File: src/sine_gen_pkg.sv
// Behaviour
// RULE1 - Sine frequency equals system clock divided by M, where M is N times samples per cycle.
// RULE2 - Clock divider feeds a 6-bit sample counter stepping at clock times DN over M.
// RULE3 - Software picks settings so M is a multiple of N and of 8.
// RULE4 - Software keeps samples per cycle at no more than 64.
// RULE5 - Each sample is a byte pair: low byte even address, top two bits odd.
// RULE6 - While enabled, processor access to pattern RAM is blocked; generator owns it.
// RULE7 - Generator walks the whole pattern first to last, feeding the converter, repeating forever.
// RULE8 - Enable bit 7 starts generator; when 0 amplifier and converter stay powered down. Code powers down the converter only.
// RULE9 - Restart bit 0 pulsed high then low resets generator; output resumes from first sample.
// RULE10 - Divider factor N is the 8-bit divider register value plus one.
// RULE11 - Control register bits 6 to 1 read as zero.
// RULE12 - Samples per cycle is the 6-bit count field plus one; IQ mode needs multiple of 8.
// RULE13 - Sample counter wraps to zero and is held at zero while disabled or restarting.
package sine_gen_pkg;

	localparam logic [7:0] ctrl_off       = 8'h00;
	localparam logic [7:0] divider_off    = 8'h04;
	localparam logic [7:0] count_off      = 8'h08;
	localparam logic [7:0] demod_off      = 8'h0c;
	localparam logic [7:0] ram_base_off   = 8'h80;
	localparam int         enable_bit     = 7;
	localparam int         restart_bit    = 0;
	localparam int         ram_bytes      = 128;
	localparam logic [7:0] ctrl_reset     = 8'h00;
	localparam logic [7:0] divider_reset  = 8'h00;
	localparam logic [5:0] count_reset    = 6'h00;
	localparam logic [7:0] demod_reset    = 8'h00;
	localparam logic [7:0] demod_rw_mask  = 8'hcf;
	localparam logic [1:0] resp_okay      = 2'b00;
	localparam logic [1:0] resp_slverr    = 2'b10;

	typedef struct packed {
		logic       powered;
		logic       restart;
		logic [9:0] sample;
	} dac_drive_s;

endpackage

File: src/sine_pattern_generator.sv
`timescale 1ns/10ps
module sine_pattern_generator
(
	input  wire logic                    sys_clk,
	input  wire logic                    nrst,
	input  wire logic [7:0]              s_axi_awaddr,
	input  wire logic                    s_axi_awvalid,
	output logic                         s_axi_awready,
	input  wire logic [31:0]             s_axi_wdata,
	input  wire logic [3:0]              s_axi_wstrb,
	input  wire logic                    s_axi_wvalid,
	output logic                         s_axi_wready,
	output logic [1:0]                   s_axi_bresp,
	output logic                         s_axi_bvalid,
	input  wire logic                    s_axi_bready,
	input  wire logic [7:0]              s_axi_araddr,
	input  wire logic                    s_axi_arvalid,
	output logic                         s_axi_arready,
	output logic [31:0]                  s_axi_rdata,
	output logic [1:0]                   s_axi_rresp,
	output logic                         s_axi_rvalid,
	input  wire logic                    s_axi_rready,
	input  wire logic                    demod_status,
	output sine_gen_pkg::dac_drive_s     dac_drive,
	output logic [7:0]                   demod_amp_control
);

	logic [7:0]  sine_control_q;
	logic [7:0]  clock_divider_factor_q;
	logic [5:0]  samples_per_cycle_count_q;
	logic [7:0]  demod_q;
	logic [7:0]  ram_q [sine_gen_pkg::ram_bytes];
	logic [7:0]  div_cnt_q;
	logic [5:0]  sample_idx_q;
	logic        aw_held_q;
	logic        w_held_q;
	logic [7:0]  awaddr_q;
	logic [31:0] wdata_q;
	logic [3:0]  wstrb_q;
	logic        gen_enable;
	logic        gen_restart;
	logic        gen_hold;
	logic        wr_go;
	logic        wr_ram;
	logic        rd_ram;
	logic [6:0]  wr_ram_idx;
	logic [6:0]  rd_ram_idx;
	logic [6:0]  lo_idx;
	logic [31:0] rd_word;
	logic        rd_ok;
	logic        wr_ok;

	assign gen_enable  = sine_control_q[sine_gen_pkg::enable_bit];
	assign gen_restart = sine_control_q[sine_gen_pkg::restart_bit];
	// Restart is a level: the generator stays parked while the bit is high and runs from sample 0 once it drops.
	assign gen_hold    = !gen_enable || gen_restart; // [RULE9] [RULE13]

	// Write channel: address and data are captured separately in either order.
	assign wr_go      = aw_held_q && w_held_q && !s_axi_bvalid;
	assign wr_ram     = awaddr_q[7] && !gen_enable; // [RULE6]
	assign wr_ram_idx = awaddr_q[6:0] >> 2;
	assign rd_ram     = s_axi_araddr[7] && !gen_enable; // [RULE6]
	assign rd_ram_idx = s_axi_araddr[6:0] >> 2;
	// The RAM window answers only while the generator is stopped; the CPU never sees a half-fetched sample.
	assign wr_ok      = (awaddr_q[7] && !gen_enable) || awaddr_q == sine_gen_pkg::ctrl_off
		|| awaddr_q == sine_gen_pkg::divider_off || awaddr_q == sine_gen_pkg::count_off
		|| awaddr_q == sine_gen_pkg::demod_off; // [RULE6]

	// Write address channel: the address is parked until the data half has also arrived.
	always_ff @(posedge sys_clk)
	begin
		if (!nrst)
		begin
			aw_held_q     <= 1'b0;
			awaddr_q      <= 8'h00;
			s_axi_awready <= 1'b0;
		end
		else
		begin
			s_axi_awready <= !aw_held_q && !s_axi_awready && !s_axi_bvalid;
			if (wr_go)
				aw_held_q <= 1'b0;
			else if (s_axi_awvalid && s_axi_awready)
			begin
				aw_held_q <= 1'b1;
				awaddr_q  <= s_axi_awaddr;
			end
		end
	end

	// Write data channel: data may come before, with or after its address.
	always_ff @(posedge sys_clk)
	begin
		if (!nrst)
		begin
			w_held_q     <= 1'b0;
			wdata_q      <= 32'h0000_0000;
			wstrb_q      <= 4'h0;
			s_axi_wready <= 1'b0;
		end
		else
		begin
			s_axi_wready <= !w_held_q && !s_axi_wready && !s_axi_bvalid;
			if (wr_go)
				w_held_q <= 1'b0;
			else if (s_axi_wvalid && s_axi_wready)
			begin
				w_held_q <= 1'b1;
				wdata_q  <= s_axi_wdata;
				wstrb_q  <= s_axi_wstrb;
			end
		end
	end

	// Write response: one answer per write, held until the master takes it.
	always_ff @(posedge sys_clk)
	begin
		if (!nrst)
		begin
			s_axi_bvalid <= 1'b0;
			s_axi_bresp  <= sine_gen_pkg::resp_okay;
		end
		else if (wr_go)
		begin
			s_axi_bvalid <= 1'b1;
			s_axi_bresp  <= wr_ok ? sine_gen_pkg::resp_okay : sine_gen_pkg::resp_slverr; // [RULE6]
		end
		else if (s_axi_bvalid && s_axi_bready)
			s_axi_bvalid <= 1'b0;
	end

	always_ff @(posedge sys_clk)
	begin
		if (!nrst)
			sine_control_q <= sine_gen_pkg::ctrl_reset;
		else if (wr_go && wstrb_q[0] && awaddr_q == sine_gen_pkg::ctrl_off)
			sine_control_q <= wdata_q[7:0] & 8'h81; // [RULE11]
	end

	always_ff @(posedge sys_clk)
	begin
		if (!nrst)
			clock_divider_factor_q <= sine_gen_pkg::divider_reset;
		else if (wr_go && wstrb_q[0] && awaddr_q == sine_gen_pkg::divider_off)
			clock_divider_factor_q <= wdata_q[7:0]; // [RULE10]
	end

	always_ff @(posedge sys_clk)
	begin
		if (!nrst)
			samples_per_cycle_count_q <= sine_gen_pkg::count_reset;
		else if (wr_go && wstrb_q[0] && awaddr_q == sine_gen_pkg::count_off)
			samples_per_cycle_count_q <= wdata_q[5:0]; // [RULE12]
	end

	// Status bit 5 is never stored; it is read live from the comparator input.
	always_ff @(posedge sys_clk)
	begin
		if (!nrst)
			demod_q <= sine_gen_pkg::demod_reset;
		else if (wr_go && wstrb_q[0] && awaddr_q == sine_gen_pkg::demod_off)
			demod_q <= wdata_q[7:0] & sine_gen_pkg::demod_rw_mask;
	end

	// Pattern RAM: one byte per word; even byte holds sample bits 7..0, odd byte bits 9..8.
	always_ff @(posedge sys_clk)
	begin
		if (wr_go && wr_ram && wstrb_q[0]) // [RULE5] [RULE6]
			ram_q[wr_ram_idx] <= (wr_ram_idx[0]) ? {6'h00, wdata_q[1:0]} : wdata_q[7:0];
	end

	always_comb
	begin
		rd_word = 32'h0000_0000;
		rd_ok   = 1'b1;
		if (rd_ram)
			rd_word = {24'h000000, ram_q[rd_ram_idx]};
		else
		begin
			unique case (s_axi_araddr)
				sine_gen_pkg::ctrl_off:
					rd_word = {24'h000000, sine_control_q & 8'h81}; // [RULE11]
				sine_gen_pkg::divider_off:
					rd_word = {24'h000000, clock_divider_factor_q};
				sine_gen_pkg::count_off:
					rd_word = {26'h0000000, samples_per_cycle_count_q};
				sine_gen_pkg::demod_off:
					rd_word = {24'h000000, demod_q[7:6], demod_status, 1'b0, demod_q[3:0]};
				default:
					rd_ok = 1'b0; // [RULE6]
			endcase
		end
	end

	always_ff @(posedge sys_clk)
	begin
		if (!nrst)
		begin
			s_axi_arready <= 1'b0;
			s_axi_rvalid  <= 1'b0;
			s_axi_rdata   <= 32'h0000_0000;
			s_axi_rresp   <= sine_gen_pkg::resp_okay;
		end
		else
		begin
			s_axi_arready <= !s_axi_arready && !s_axi_rvalid && s_axi_arvalid;
			if (s_axi_arvalid && s_axi_arready)
			begin
				s_axi_rvalid <= 1'b1;
				s_axi_rdata  <= rd_word;
				s_axi_rresp  <= rd_ok ? sine_gen_pkg::resp_okay : sine_gen_pkg::resp_slverr;
			end
			else if (s_axi_rvalid && s_axi_rready)
				s_axi_rvalid <= 1'b0;
		end
	end

	// Divider: one sample step every N = factor + 1 clocks, so a full cycle takes N * DN clocks.
	always_ff @(posedge sys_clk)
	begin
		if (!nrst || gen_hold)
			div_cnt_q <= 8'h00;
		else if (div_cnt_q == clock_divider_factor_q) // [RULE10] [RULE1]
			div_cnt_q <= 8'h00;
		else
			div_cnt_q <= div_cnt_q + 8'h01;
	end

	always_ff @(posedge sys_clk)
	begin
		if (!nrst || gen_hold)
			sample_idx_q <= 6'h00; // [RULE13] [RULE9]
		else if (div_cnt_q == clock_divider_factor_q) // [RULE2]
		begin
			if (sample_idx_q == samples_per_cycle_count_q) // [RULE12] [RULE13]
				sample_idx_q <= 6'h00;
			else
				sample_idx_q <= sample_idx_q + 6'h01; // [RULE7]
		end
	end

	assign lo_idx = {sample_idx_q, 1'b0};

	// Output is registered, so the converter sees each sample one clock after the counter moves.
	always_ff @(posedge sys_clk)
	begin
		if (!nrst)
		begin
			dac_drive         <= '0;
			demod_amp_control <= sine_gen_pkg::demod_reset;
		end
		else
		begin
			dac_drive.powered <= gen_enable; // [RULE8]
			dac_drive.restart <= gen_restart; // [RULE9]
			demod_amp_control <= demod_q;
			if (gen_enable)
				dac_drive.sample <= {ram_q[lo_idx + 7'h01][1:0], ram_q[lo_idx]}; // [RULE5] [RULE7]
			else
				dac_drive.sample <= 10'h000; // [RULE8]
		end
	end

endmodule

File: config.mk
export PLATFORM = sky130hd
export DESIGN_NAME = sine_pattern_generator
export DESIGN_NICKNAME = d
export VERILOG_FILES = /design/src/sine_gen_pkg.sv /design/src/sine_pattern_generator.sv
export SDC_FILE = /design/constraint.sdc
export NUM_CORES = 1
export LEC_CHECK = 0
export BUFFER_PORTS_ARGS = -buffer_cell sky130_fd_sc_hd__buf_2
export CAP_MARGIN = 20
export CORE_ASPECT_RATIO = 2
export CORE_MARGIN = 4
export CORE_UTILIZATION = 65
export DETAILED_ROUTE_END_ITERATION = 10
export PLACE_DENSITY = 0.85
export SYNTH_ARGS = -nofsm -noshare
export SYNTH_HDL_FRONTEND = slang
export SYNTH_SLANG_ARGS = --single-unit
export TNS_END_PERCENT = 100
File: constraint.sdc
create_clock -name sys_clk -period 4.2 [get_ports sys_clk]
set_input_delay 0.63 -clock sys_clk [delete_from_list [all_inputs] [get_ports sys_clk]]
set_output_delay 0.63 -clock sys_clk [all_outputs]
set_load 0.01 [all_outputs]
### Yosys cells after proc, flatten, opt, wreduce, memory -nomap -nowiden

Memories as Yosys holds them, arrays and structs flattened. A register that Yosys moved wholly into a read port is not among the register bits.
Index checks and enable logic that the tools add are counted.

* word-level logic and storage cells: 99
* bits in read-only memories: 0
* latch bits: 0
* input bits: 60
* register bits after elaboration: 104
* memories kept: 1
* bits in writable memories: 1024

Memory list
* ram_q: depth 128, width 8, rd ports 3, clocked after Yosys merged registers in 2, wr ports 1, RTL line sine_pattern_generator.sv:32 `logic [7:0] ram_q [sine_gen_pkg::ram_bytes];`

* $lt $le $gt $ge: 0
* $add $sub $neg: 3
* bitwise gates (word level): 2
* shifts and indexed selects: 0
* equal/unequal tests: 8
* divide/modulo/power cells: 0
* $mul: 0
* multiplexer cells: 14
* reductions and logical operators: 49

Operator list (number)
* == test 8 x 4 -> 1 bit (second input constant): 4
* case mux 8 bit (4 select lines): 1
* logical AND 1 bit: 22
* == test 8 x 3 -> 1 bit (second input constant): 2
* zero test 8 bit: 2
* two-way mux 8 bit: 2
* zero test 1 bit: 11
* adder 8 x 1 -> 8 bit (second input constant): 1
* == test 8 bit: 1
* two-way mux 1 bit: 8
* adder 7 x 1 -> 7 bit (second input constant): 1
* adder 6 x 1 -> 6 bit (second input constant): 1
* == test 6 bit: 1
* logical OR 1 bit: 6
* two-way mux 6 bit: 1
* AND reduction 2 bit: 3
* two-way mux 2 bit: 2
* nonzero test 2 bit: 2
* OR reduction 2 bit: 2
* OR reduction 4 bit: 1
* inverter 1 bit: 2

### Logic depth before layout (Yosys ltp)

Gate-level depths: netlist of run 1.

* word-level depth: 7
* mapped depth: 10

### Least setup slack after synthesis of run 1

No wires, ideal clock.

* kind: in2reg
* start point: in s_axi_araddr[3]
* end point: reg s_axi_rdata[0]
* arrival: 2.019 ns
* library setup time: 0.133 ns
* data required time: 4.067 ns
* slack: 2.048 ns
* path buffers: 2
* stages on the path: 5
* cell sequence: buf_4 > buf_2 > mux4_2 > a2111oi_0 > nor4_1

* word-level cells in the longest chain between the ends: 3
* elaborated cells between the ends (all ways): 7
* those cells by class: 3 x eq/ne; 2 x mux; 1 x reduce/logical; 1 x memory

RTL lines
* start, declared: RTL line sine_pattern_generator.sv:16 `input wire logic [7:0] s_axi_araddr,`
* branches (longest 2 deep; another with memory (128 x 8 bit))
* two-way mux 8 bit (*): RTL line sine_pattern_generator.sv:176 `if (rd_ram)`
* end signal, assigned: RTL line sine_pattern_generator.sv:210 `s_axi_rdata <= rd_word;`
* end, declared: RTL line sine_pattern_generator.sv:19 `output logic [31:0] s_axi_rdata,`

Every way passes the cells marked *.
A chain may end at the register's enable or synchronous reset.

### Worst setup path after layout of run 1

* start point: reg awaddr_q[2]
* end point: mem ram_q[27][7] (enable)

RTL lines
* start, declared: RTL line sine_pattern_generator.sv:37 `logic [7:0] awaddr_q;`
* start signal, assigned: RTL line sine_pattern_generator.sv:86 `awaddr_q <= s_axi_awaddr;`
* end, declared: RTL line sine_pattern_generator.sv:32

Straight into the memory's write port.

==> results.py, run 1 <==
metrics = {
    "status": {
        "outcome": "complete, no violations",
    },
    "routing": {
        "postRouteAntennaNets": 0,
        "wirelength_um": 39820,
        "dr.first_iter.drc_count": 1210,
        "dr.pass1.iters": 5,
        "vias": 9196,
        "drc_errors": 0,
        "vias_per_cell": 6.847,
        "wl_per_cell_um": 29.65,
    },
    "global_routing": {
        "grt_antenna_before_repair": 0,
        "grt_pass1_wl_um": 58330,
        "grt_max_degree": 53,
        "grt_use_total": 0.3102,
        "grt_pass1_vias": 9267,
        "overflow": 0,
    },
    "clock_network": {
        "cts_setup_buffers": 0,
        "cts-root-buf": "clkbuf_16",
        "hold_buffers": 0,
        "clock_path_buffers": 3,
        "cts_tree": "built",
        "clock-sinks": 344,
        "clkTransAtPathRegs_ps": 70,
        "ctsResizeCount": 0,
        "htreeDepth": 1,
        "cts_made_buffers": 28,
        "insertion_delay_ps": 560,
    },
    "die": {
        "rows": 79,
        "pin_count": 121,
        "die_w_um": 116.5,
        "die_area_um2": 26230,
        "initial_utilization": 0.6592,
        "die_h_um": 225.1,
        "coreArea_um2": 23230,
    },
    "synthesis": {
        "yosys_warnings": 0,
        "synth_seq_cells": 344,
        "ys.flop_type": "edfxtp_1",
        "synth.area.top_cells": "edfxtp_1, dfxtp_1, mux4_2, mux2i_1, mux4_1",
        "syn_inst": 974,
        "synthesis.area_um2": 15310,
        "yosysSeqAreaShare": 0.6171,
        "syn_avg_cell_area_um2": 15.72,
        "synth_top_area_share": 0.5020,
        "synth_largest_area_cell": "edfxtp_1",
        "synth.distinct_cells": 65,
        "synth_edf_count": 256,
        "async_flop_share": 0,
    },
    "place": {
        "dpl_cell_area_um2": 15780,
        "dp_hpwl_um": 27750,
        "preCtsSetupSlack_ps": 1289,
        "port_buffers": 65,
        "place_inst": 1289,
        "finalWeightedCongestion": 0.9467,
    },
    "critical_path": {
        "crit_path_max_fanout": 14,
        "path_cells": "nand4_1 > nand2b_1 > nor2_1",
        "endpoint_kind": "flip-flop",
        "reg2reg_depth": 3,
        "start_kind": "flip-flop",
        "slowest_stage": "dfxtp_1",
        "critPathMaxStageDelay_ps": 790,
        "arrival_ps": 3150,
        "critPathKind": "flip-flop to flip-flop",
        "crit_required_ps": 4390,
    },
    "power": {
        "p_per_area_nw_per_um2": 392.1,
        "comb_power_share": 0.053,
        "p_switching_uw": 1437,
        "intPower_uw": 5102,
        "p_seq_frac": 0.562,
        "total_power_uw": 6539,
        "clock_power_share": 0.385,
        "swShare": 0.2198,
        "ir_drop_v": 0.0004604,
        "p_leak_uw": 0.005455,
    },
    "timing": {
        "max_freq_mhz": 337.8,
        "setup_tns_ps": 0,
        "worstMarginPinSlew_ps": 1155,
        "skew_ps": 10.50,
        "final-hold-violation-count": 0,
        "rsz0062_at_grt": "no",
        "fin_ws_ps": 1240,
        "slew_headroom": 0.2271,
        "setup_viol": 0,
        "drv_slew": 0,
        "fin_crit_sh": 0.7048,
        "fin_crit_ps": 2960,
    },
    "finish": {
        "antenna_cells": 0,
        "nets": 1100,
        "final_cell_count_no_fill": 1343,
        "drive_gt1_frac": 0.2160,
        "num-fill-cells": 1393,
        "syn_to_final_growth_pct": 8.923,
        "design_area_um2": 16680,
    },
    "worst_hold_path": {
        "hold_path_depth": 3,
        "min_path_type": "primary input to flip-flop",
    },
    "run": {
        "max_cap_violations": 0,
    },
}
==> placed cells by master, fill, tap and decap left out, types with 5 or more instances in the layout <==
cell and instances:
a211oi_1 9, a21boi_1 6, a21oi_1 12, a22oi_1 14, and2_1 19, and3_1 7
buf_2 64, buf_4 24, clkbuf_1 5, clkbuf_16 29, clkinv_1 8, conb_1 28
dfxtp_1 86, edfxtp_1 256, mux2_1 6, mux2i_1 74, mux4_1 22, mux4_2 77
nand2_1 44, nand2b_1 12, nand3_1 12, nand4_1 6, nor2_1 60, nor2b_1 45
nor2b_2 6, nor3_1 9, o21ai_0 14, xnor2_1 16, xor2_1 8
==> sequential cells by signal (all words and copies together), names as in the netlist <==
signal,flops
sine_control_q,2
s_axi_rvalid,1
s_axi_rresp,1
s_axi_rdata,8
dac_drive,12
w_held_q,1
clock_divider_factor_q,8
awaddr_q,8
ram_q,256
aw_held_q,1
s_axi_arready,1
s_axi_bresp,1
demod_amp_control,6
samples_per_cycle_count_q,6
wdata_q,8
s_axi_awready,1
sample_idx_q,6
wstrb_q,1
s_axi_wready,1
demod_q,6
s_axi_bvalid,1
div_cnt_q,8
==> layer usage <==
| layer | vias to the layer above | share of wire | global-route usage |
|---|---|---|---|
| li1 | 3859 | - | - |
| met1 | 4556 | 0.30 | 0.3397 |
| met2 | 595 | 0.52 | 0.5350 |
| met3 | 186 | 0.078 | 0.04434 |
| met4 | 0 | 0.098 | 0.2285 |
| met5 | - | 0 | 0 |
==> Yosys cell counts (14+ instances only) <==
library cell,count
a22oi_1,14
and2_1,19
buf_4,33
clkbuf_1,25
dfxtp_1,88
edfxtp_1,256
mux2i_1,74
mux4_1,22
mux4_2,77
nand2_1,44
nor2_1,60
nor2b_1,51
o21ai_0,14
xnor2_1,16
==> cell families after synthesis <==
| logic type | share of synthesized area |
|---|---|
| multiplexers | 0.2060 |
| other | 0.0002449 |
| buffers and inverters | 0.03849 |
| AO/OA/AOI/OAI | 0.03849 |
| adder cells (fa/ha/maj) | 0.001634 |
| XOR/XNOR | 0.01373 |
| AND/OR/NAND/NOR | 0.08433 |
| flip-flops | 0.6171 |
==> area by class of cell <==
class / instances / area, um^2 / share of cell area
timing repair buffer: 94 / 613.1 / 0.03676
sequential: 344 / 9452 / 0.5667
clock buffer: 34 / 744.5 / 0.04464
tap: 283 / 354.1 / 0.02123
inverter: 4 / 15.01 / 0.0009002
multi-input combinational: 566 / 5390 / 0.3232
clock inverter: 18 / 110.1 / 0.006602
==> final timing paths <==
| kind | start | to | slack (ps) |
|---|---|---|---|
| hold reg to reg | s_axi_rvalid | s_axi_arready | 440 |
| hold / removal | s_axi_arvalid | s_axi_arready | 310 |
| setup / recovery | awaddr_q[2] | ram_q[27][7] | 1240 |
| setup reg to reg | awaddr_q[2] | ram_q[27][7] | 1240 |
==> through the flow <==
step,hold WS (ps),util
final,314.1,0.7180
after global routing,328.6,0.7180
after CTS,313.2,0.7162
after detailed placement,431.8,0.6794
after global placement,426.5,0.6781
after floorplan,422.3,-
==> worst max-delay path: cells and delay by family (launching register included) <==
kind / cells / cell delay (ps)
simple gates: 3 / 1780
flops: 1 / 790
==> power by group through the flow <==
| stage | sequential, uW | combinational [uW] | clock [uW] |
|---|---|---|---|
| 6_report | 3670 | 346 | 2520 |
| 5_1_grt | 3670 | 367 | 2660 |
| 4_1_cts | 3680 | 334 | 2520 |
| 3_5_place_dp | 3750 | 332 | 0 |
| 3_3_place_gp | 3750 | 320 | 0 |
| 2_1_floorplan | 3750 | 240 | 0 |
No activity file was read; power rests on OpenSTA's default activity.
==> run 2, diff against run 1 <==
--- a/config.mk
+++ b/config.mk
@@ -9,9 +9,9 @@
 export CAP_MARGIN = 20
 export CORE_ASPECT_RATIO = 2
 export CORE_MARGIN = 4
-export CORE_UTILIZATION = 65
+export CORE_UTILIZATION = 60
 export DETAILED_ROUTE_END_ITERATION = 10
-export PLACE_DENSITY = 0.85
+export PLACE_DENSITY = 0.8
 export SYNTH_ARGS = -nofsm -noshare
 export SYNTH_HDL_FRONTEND = slang
 export SYNTH_SLANG_ARGS = --single-unit
==> constraint.sdc (replaced) <==
create_clock -name sys_clk -period 2.9 [get_ports sys_clk]
set_input_delay 0.435 -clock sys_clk [delete_from_list [all_inputs] [get_ports sys_clk]]
set_output_delay 0.435 -clock sys_clk [all_outputs]
set_load 0.01 [all_outputs]
==> results.py, run 2 (synthesized netlist as in run 1, its figures left out) <==
metrics = {
    "status": {
        "outcome": "complete, no violations",
    },
    "finish": {
        "layout.cells.most_common_list": "edfxtp_1, dfxtp_1, mux4_2",
        "nets": 1145,
        "regMostFlops": "ram_q",
        "multi_input_area_um2": 5390,
        "antenna_cells": 0,
        "syn_to_final_growth_pct": 12.13,
        "largestRegisters": "ram_q x256, dac_drive x12",
        "final_cell_count_no_fill": 1439,
        "drive_gt1_frac": 0.2520,
        "largest_register_ffs": 256,
        "final_common_cell": "edfxtp_1",
        "num-fill-cells": 1623,
        "design_area_um2": 17170,
        "register_area_um2": 9452,
    },
    "critical_path": {
        "crit_path_max_fanout": 7,
        "critPathKind": "flip-flop to flip-flop",
        "start_kind": "flip-flop",
        "crit_required_ps": 3170,
        "arrival_ps": 2830,
        "endpoint_kind": "flip-flop",
    },
    "routing": {
        "wl_per_cell_um": 28.05,
        "vias_per_cell": 6.422,
        "dr.pass1.iters": 5,
        "drc_errors": 0,
        "postRouteAntennaNets": 0,
        "vias": 9241,
        "wirelength_um": 40360,
        "dr.first_iter.drc_count": 992,
    },
    "clock_network": {
        "cts_tree": "built",
        "cts_setup_buffers": 0,
        "clock-sinks": 344,
        "ctsResizeCount": 0,
        "hold_buffers": 0,
        "cts-root-buf": "clkbuf_16",
        "clock_path_buffers": 3,
        "htreeDepth": 1,
        "cts_made_buffers": 28,
        "insertion_delay_ps": 570,
        "clkTransAtPathRegs_ps": 70,
    },
    "timing": {
        "fin_crit_ps": 2563,
        "drv_slew": 0,
        "skew_ps": 14.44,
        "setup_tns_ps": 0,
        "final-hold-violation-count": 0,
        "rsz0062_at_grt": "no",
        "slew_headroom": 0.4540,
        "fin_crit_sh": 0.8837,
        "worstMarginPinSlew_ps": 815.9,
        "setup_viol": 0,
        "max_freq_mhz": 390.2,
    },
    "power": {
        "comb_power_share": 0.053,
        "swShare": 0.2116,
        "intPower_uw": 7654,
        "p_seq_frac": 0.547,
        "p_switching_uw": 2055,
        "p_leak_uw": 0.005741,
        "ir_drop_v": 0.0004393,
        "clock_power_share": 0.399,
        "p_per_area_nw_per_um2": 565.5,
    },
    "global_routing": {
        "grt_use_total": 0.2900,
        "grtUsageMet1": 0.3070,
        "overflow": 0,
        "grt_pass1_vias": 9263,
        "grt.met3_usage": 0.04007,
        "grt.met2_usage": 0.5199,
        "grt.busiest_layer": "met2",
        "grt_max_degree": 47,
        "grt_pass1_wl_um": 59150,
        "grt_antenna_before_repair": 1,
    },
    "worst_hold_path": {
        "min_path_type": "primary input to flip-flop",
    },
    "die": {
        "rows": 82,
        "die_w_um": 121.0,
        "die_area_um2": 28300,
        "pin_count": 121,
        "die_h_um": 233.9,
        "initial_utilization": 0.6092,
        "coreArea_um2": 25140,
    },
    "place": {
        "dp_hpwl_um": 28270,
        "place_inst": 1389,
        "port_buffers": 65,
        "finalWeightedCongestion": 0.9552,
        "dpl_cell_area_um2": 16240,
    },
    "run": {
        "max_cap_violations": 0,
    },
}
[run 2: layout make-up]
class | instances | area share
clock inverter | 20 | 0.01188
sequential | 344 | 0.5505
timing repair buffer | 139 | 0.05582
multi-input combinational | 566 | 0.3139
inverter | 4 | 0.0008745
tap | 336 | 0.02449
clock buffer | 30 | 0.04249
[run 2: worst paths after layout]
| kind | start | to | slack, ps | depth (start not counted) |
|---|---|---|---|---|
| worst max-delay path | aw_held_q | ram_q[10][0] | 340 | 7 |
| worst min-delay path | s_axi_arvalid | s_axi_arready | 110 | 3 |
| worst max register to register | aw_held_q | ram_q[10][0] | 340 | 7 |
| worst min register to register | s_axi_rvalid | s_axi_arready | 460 | 1 |
[run 2: metrics by stage]
step | total power (uW) | util | hold slack (ps) | worst slack (ps)
2_1_floorplan | 5778 | - | 422.3 | 943.0
6_report | 9709 | 0.6830 | 105.5 | 337.2
4_1_cts | 9731 | 0.6830 | 101.0 | 399.9
5_1_grt | 9976 | 0.6830 | 128.3 | 230.1
3_5_place_dp | 5932 | 0.6459 | 442.8 | 444.0
3_3_place_gp | 5923 | 0.6459 | 434.4 | 444.3
[run 2: routing by layer]
metal	vias up	wire, um
met5	-	0
met3	159	2995
met1	4594	12460
met2	554	21240
li1	3934	-
met4	0	3656
[run 2: critical path, cell delays in order (launching register included)]
cell     delay (ps)
dfxtp_1         360
nand2_1         110
nor2_2          260
nand2_1         240
nor3b_1         340
nand2_1         280
nor2_1          430
buf_4           250
[run 2: power by group through the flow]
stage / combinational [uW] / sequential (uW) / clock (uW)
floorplan: 347 / 5430 / 0
global placement: 500 / 5420 / 0
detailed placement: 509 / 5420 / 0
CTS: 512 / 5310 / 3900
global route: 549 / 5310 / 4110
finish: 518 / 5320 / 3880
==> run 3, diff against run 2 <==
--- a/config.mk
+++ b/config.mk
@@ -5,6 +5,7 @@
 export SDC_FILE = /design/constraint.sdc
 export NUM_CORES = 1
 export LEC_CHECK = 0
+export ABC_AREA = 1
 export BUFFER_PORTS_ARGS = -buffer_cell sky130_fd_sc_hd__buf_2
 export CAP_MARGIN = 20
 export CORE_ASPECT_RATIO = 2
==> results.py, run 3 <==
metrics = {
    "synthesis": {
        "synth_largest_area_cell": "edfxtp_1",
        "synth_compound_area_frac": 0.09653,
        "synth-simple-area-share": 0.2254,
        "syn_avg_cell_area_um2": 9.128,
        "async_flop_share": 0,
        "synth_top_area_share": 0.4885,
        "ys.flop_type": "edfxtp_1",
        "synth_xor_area_frac": 0.007235,
        "yosys_warnings": 0,
        "synth_edf_count": 256,
        "synthTopCellsByCount": "nand2_1, edfxtp_1, nor2_1",
        "synthesis.area_um2": 15740,
        "synthAdderAreaFrac": 0.001590,
        "synth.distinct_cells": 40,
        "yosysMostFrequentCell": "nand2_1",
        "yosysSeqAreaShare": 0.6005,
        "muxShareOfSynthArea": 0,
        "synth.area.top_cells": "edfxtp_1, nand2_1, dfxtp_1, nor2_1, o21ai_0",
        "synth_seq_cells": 344,
        "synth_top_family_by_area": "simple AND/OR/NAND/NOR gates",
        "syn_inst": 1724,
    },
    "worst_hold_path": {
        "min_path_type": "primary input to flip-flop",
        "hp-start": "s_axi_bready",
        "holdPathEnd": "s_axi_bvalid",
        "hold_path_depth": 2,
    },
    "routing": {
        "route.met2.wl_um": 22150,
        "postRouteAntennaNets": 0,
        "vias_per_cell": 6.045,
        "dr.first_iter.drc_count": 1618,
        "drc_errors": 0,
        "top_layer": "met4",
        "vias": 13070,
        "dr.pass1.iters": 6,
        "wirelength_um": 46220,
        "wl_met1_um": 14730,
        "wl_per_cell_um": 21.38,
        "wl_met3_um": 4772,
    },
    "place": {
        "port_buffers": 65,
        "dpl_cell_area_um2": 16440,
        "finalWeightedCongestion": 0.9875,
        "dp_hpwl_um": 30430,
        "preCtsSetupSlack_ps": 583.9,
    },
    "finish": {
        "nets": 1860,
        "design_area_um2": 17450,
        "largestRegisters": "ram_q x256, dac_drive x12",
        "regMostFlops": "ram_q",
        "syn_to_final_growth_pct": 10.88,
        "final_common_cell": "nand2_1",
        "drive_gt1_frac": 0.1147,
        "antenna_cells": 0,
        "largest_register_ffs": 256,
        "final_util": 0.6775,
        "layout.cells.most_common_list": "nand2_1, edfxtp_1, nor2_1",
    },
    "critical_path": {
        "endpoint_kind": "flip-flop",
        "crit_required_ps": 3180,
        "crit_path_max_fanout": 6,
        "path_cells": "inv_1 > nand3_2 > nor2_1 > inv_1 > nor3_1 > nand2_1 > nor2_1 > buf_4",
        "arrival_ps": 2630,
        "slowest_stage": "dfxtp_1",
        "critPathMaxStageDelay_ps": 360,
        "r2r_end": "ram_q[24][1]",
        "start_kind": "flip-flop",
        "reg2reg_depth": 8,
        "crit_family": "simple AND/OR/NAND/NOR gates",
        "timing.rr.start": "s_axi_bvalid",
        "critPathKind": "flip-flop to flip-flop",
        "crit_buf_inv": 3,
        "rrSetupSlack_ps": 550,
    },
    "clock_network": {
        "cts_setup_buffers": 0,
        "clock_path_buffers": 3,
        "cts_made_buffers": 30,
        "hold_buffers": 0,
        "ctsResizeCount": 0,
        "clock-sinks": 344,
        "cts-root-buf": "clkbuf_16",
        "htreeDepth": 1,
        "cts_tree": "built",
        "clkTransAtPathRegs_ps": 60,
        "insertion_delay_ps": 570,
    },
    "timing": {
        "fin_crit_sh": 0.8090,
        "skew_ps": 12.89,
        "rsz0062_at_grt": "no",
        "worstMarginPinSlew_ps": 938.7,
        "fin_crit_ps": 2346,
        "max_freq_mhz": 426.2,
        "drv_slew": 0,
        "slew_headroom": 0.3727,
        "setup_tns_ps": 0,
        "final-hold-violation-count": 0,
        "fin_ws_ps": 553.9,
        "setup_viol": 0,
    },
    "global_routing": {
        "grt_use_total": 0.3178,
        "grt_max_degree": 82,
        "overflow": 0,
        "grt_pass1_vias": 12690,
        "grt_antenna_before_repair": 0,
        "grt_pass1_wl_um": 69240,
    },
    "status": {
        "outcome": "complete, no violations",
    },
    "die": {
        "die_w_um": 122.5,
        "coreArea_um2": 25750,
        "die_area_um2": 29040,
        "rows": 83,
        "die_h_um": 237.0,
        "initial_utilization": 0.6110,
        "pin_count": 121,
    },
    "power": {
        "ir_drop_v": 0.0004783,
        "p_leak_uw": 0.007131,
        "p_per_area_nw_per_um2": 577.9,
    },
    "run": {
        "max_cap_violations": 0,
    },
}
## run 3: worst register-to-register path, delay by kind of cell (launching register included)
kind / cells / cell delay [ps]
simple gates: 5 / 1250
buf+inv: 3 / 460
flops: 1 / 360
## run 3: logic make-up (layout without fill, tap and decap cells)
family                     Yosys count  in the layout
AOI/OAI and AO/OA                  287            287
xor gates and xnor gates            13             13
adders and majority gates            2              2
buffers and inverters              218            289
DFF                                344            344
other                                1             28
and+or+nand+nor                    859            859
## run 3: layer usage
layer,vias to the layer above,track usage
li1,5880,-
met1,5965,0.3580
met2,965,0.5200
met3,260,0.04613
met4,0,0.2689
met5,-,0
## run 3: where the power goes
| group | total, uW | switching [uW] | internal [uW] |
|---|---|---|---|
| clock | 4090 | 1780 | 2300 |
| sequential | 5360 | 28.2 | 5330 |
| combinational | 636 | 482 | 154 |
## run 3: worst max path at each step
stage | startpoint | slack [ps] | cells past startpoint | end
2_1_floorplan | s_axi_bvalid | 1020 | 7 | ram_q[0][0]
3_3_place_gp | s_axi_araddr[3] | 610 | 11 | s_axi_rdata[1]
3_5_place_dp | s_axi_bvalid | 580 | 8 | ram_q[24][1]
4_1_cts | s_axi_bvalid | 570 | 8 | ram_q[24][2]
5_1_grt | s_axi_bvalid | 420 | 8 | ram_q[24][2]
6_report | s_axi_bvalid | 550 | 8 | ram_q[24][1]
## run 3: area by class of cell
type	instances	area [um^2]
Multi-Input combinational cell	1189	5325
Clock buffer	38	833.3
Fill cell	2000	8307
Sequential cell	344	9450
Timing Repair Buffer	128	838.3
Tap cell	340	425.4
Clock inverter	18	176.4
Inverter	105	399.1
## run 3: stage by stage
step	total power, uW	cells	hold WS, ps
after global routing	10340	2162	65.75
final	10080	2162	60.22
after global placement	6062	2106	424.0
after floorplan	5883	1751	420.6
after detailed placement	6079	2106	432.8
after CTS	10070	2162	52.09
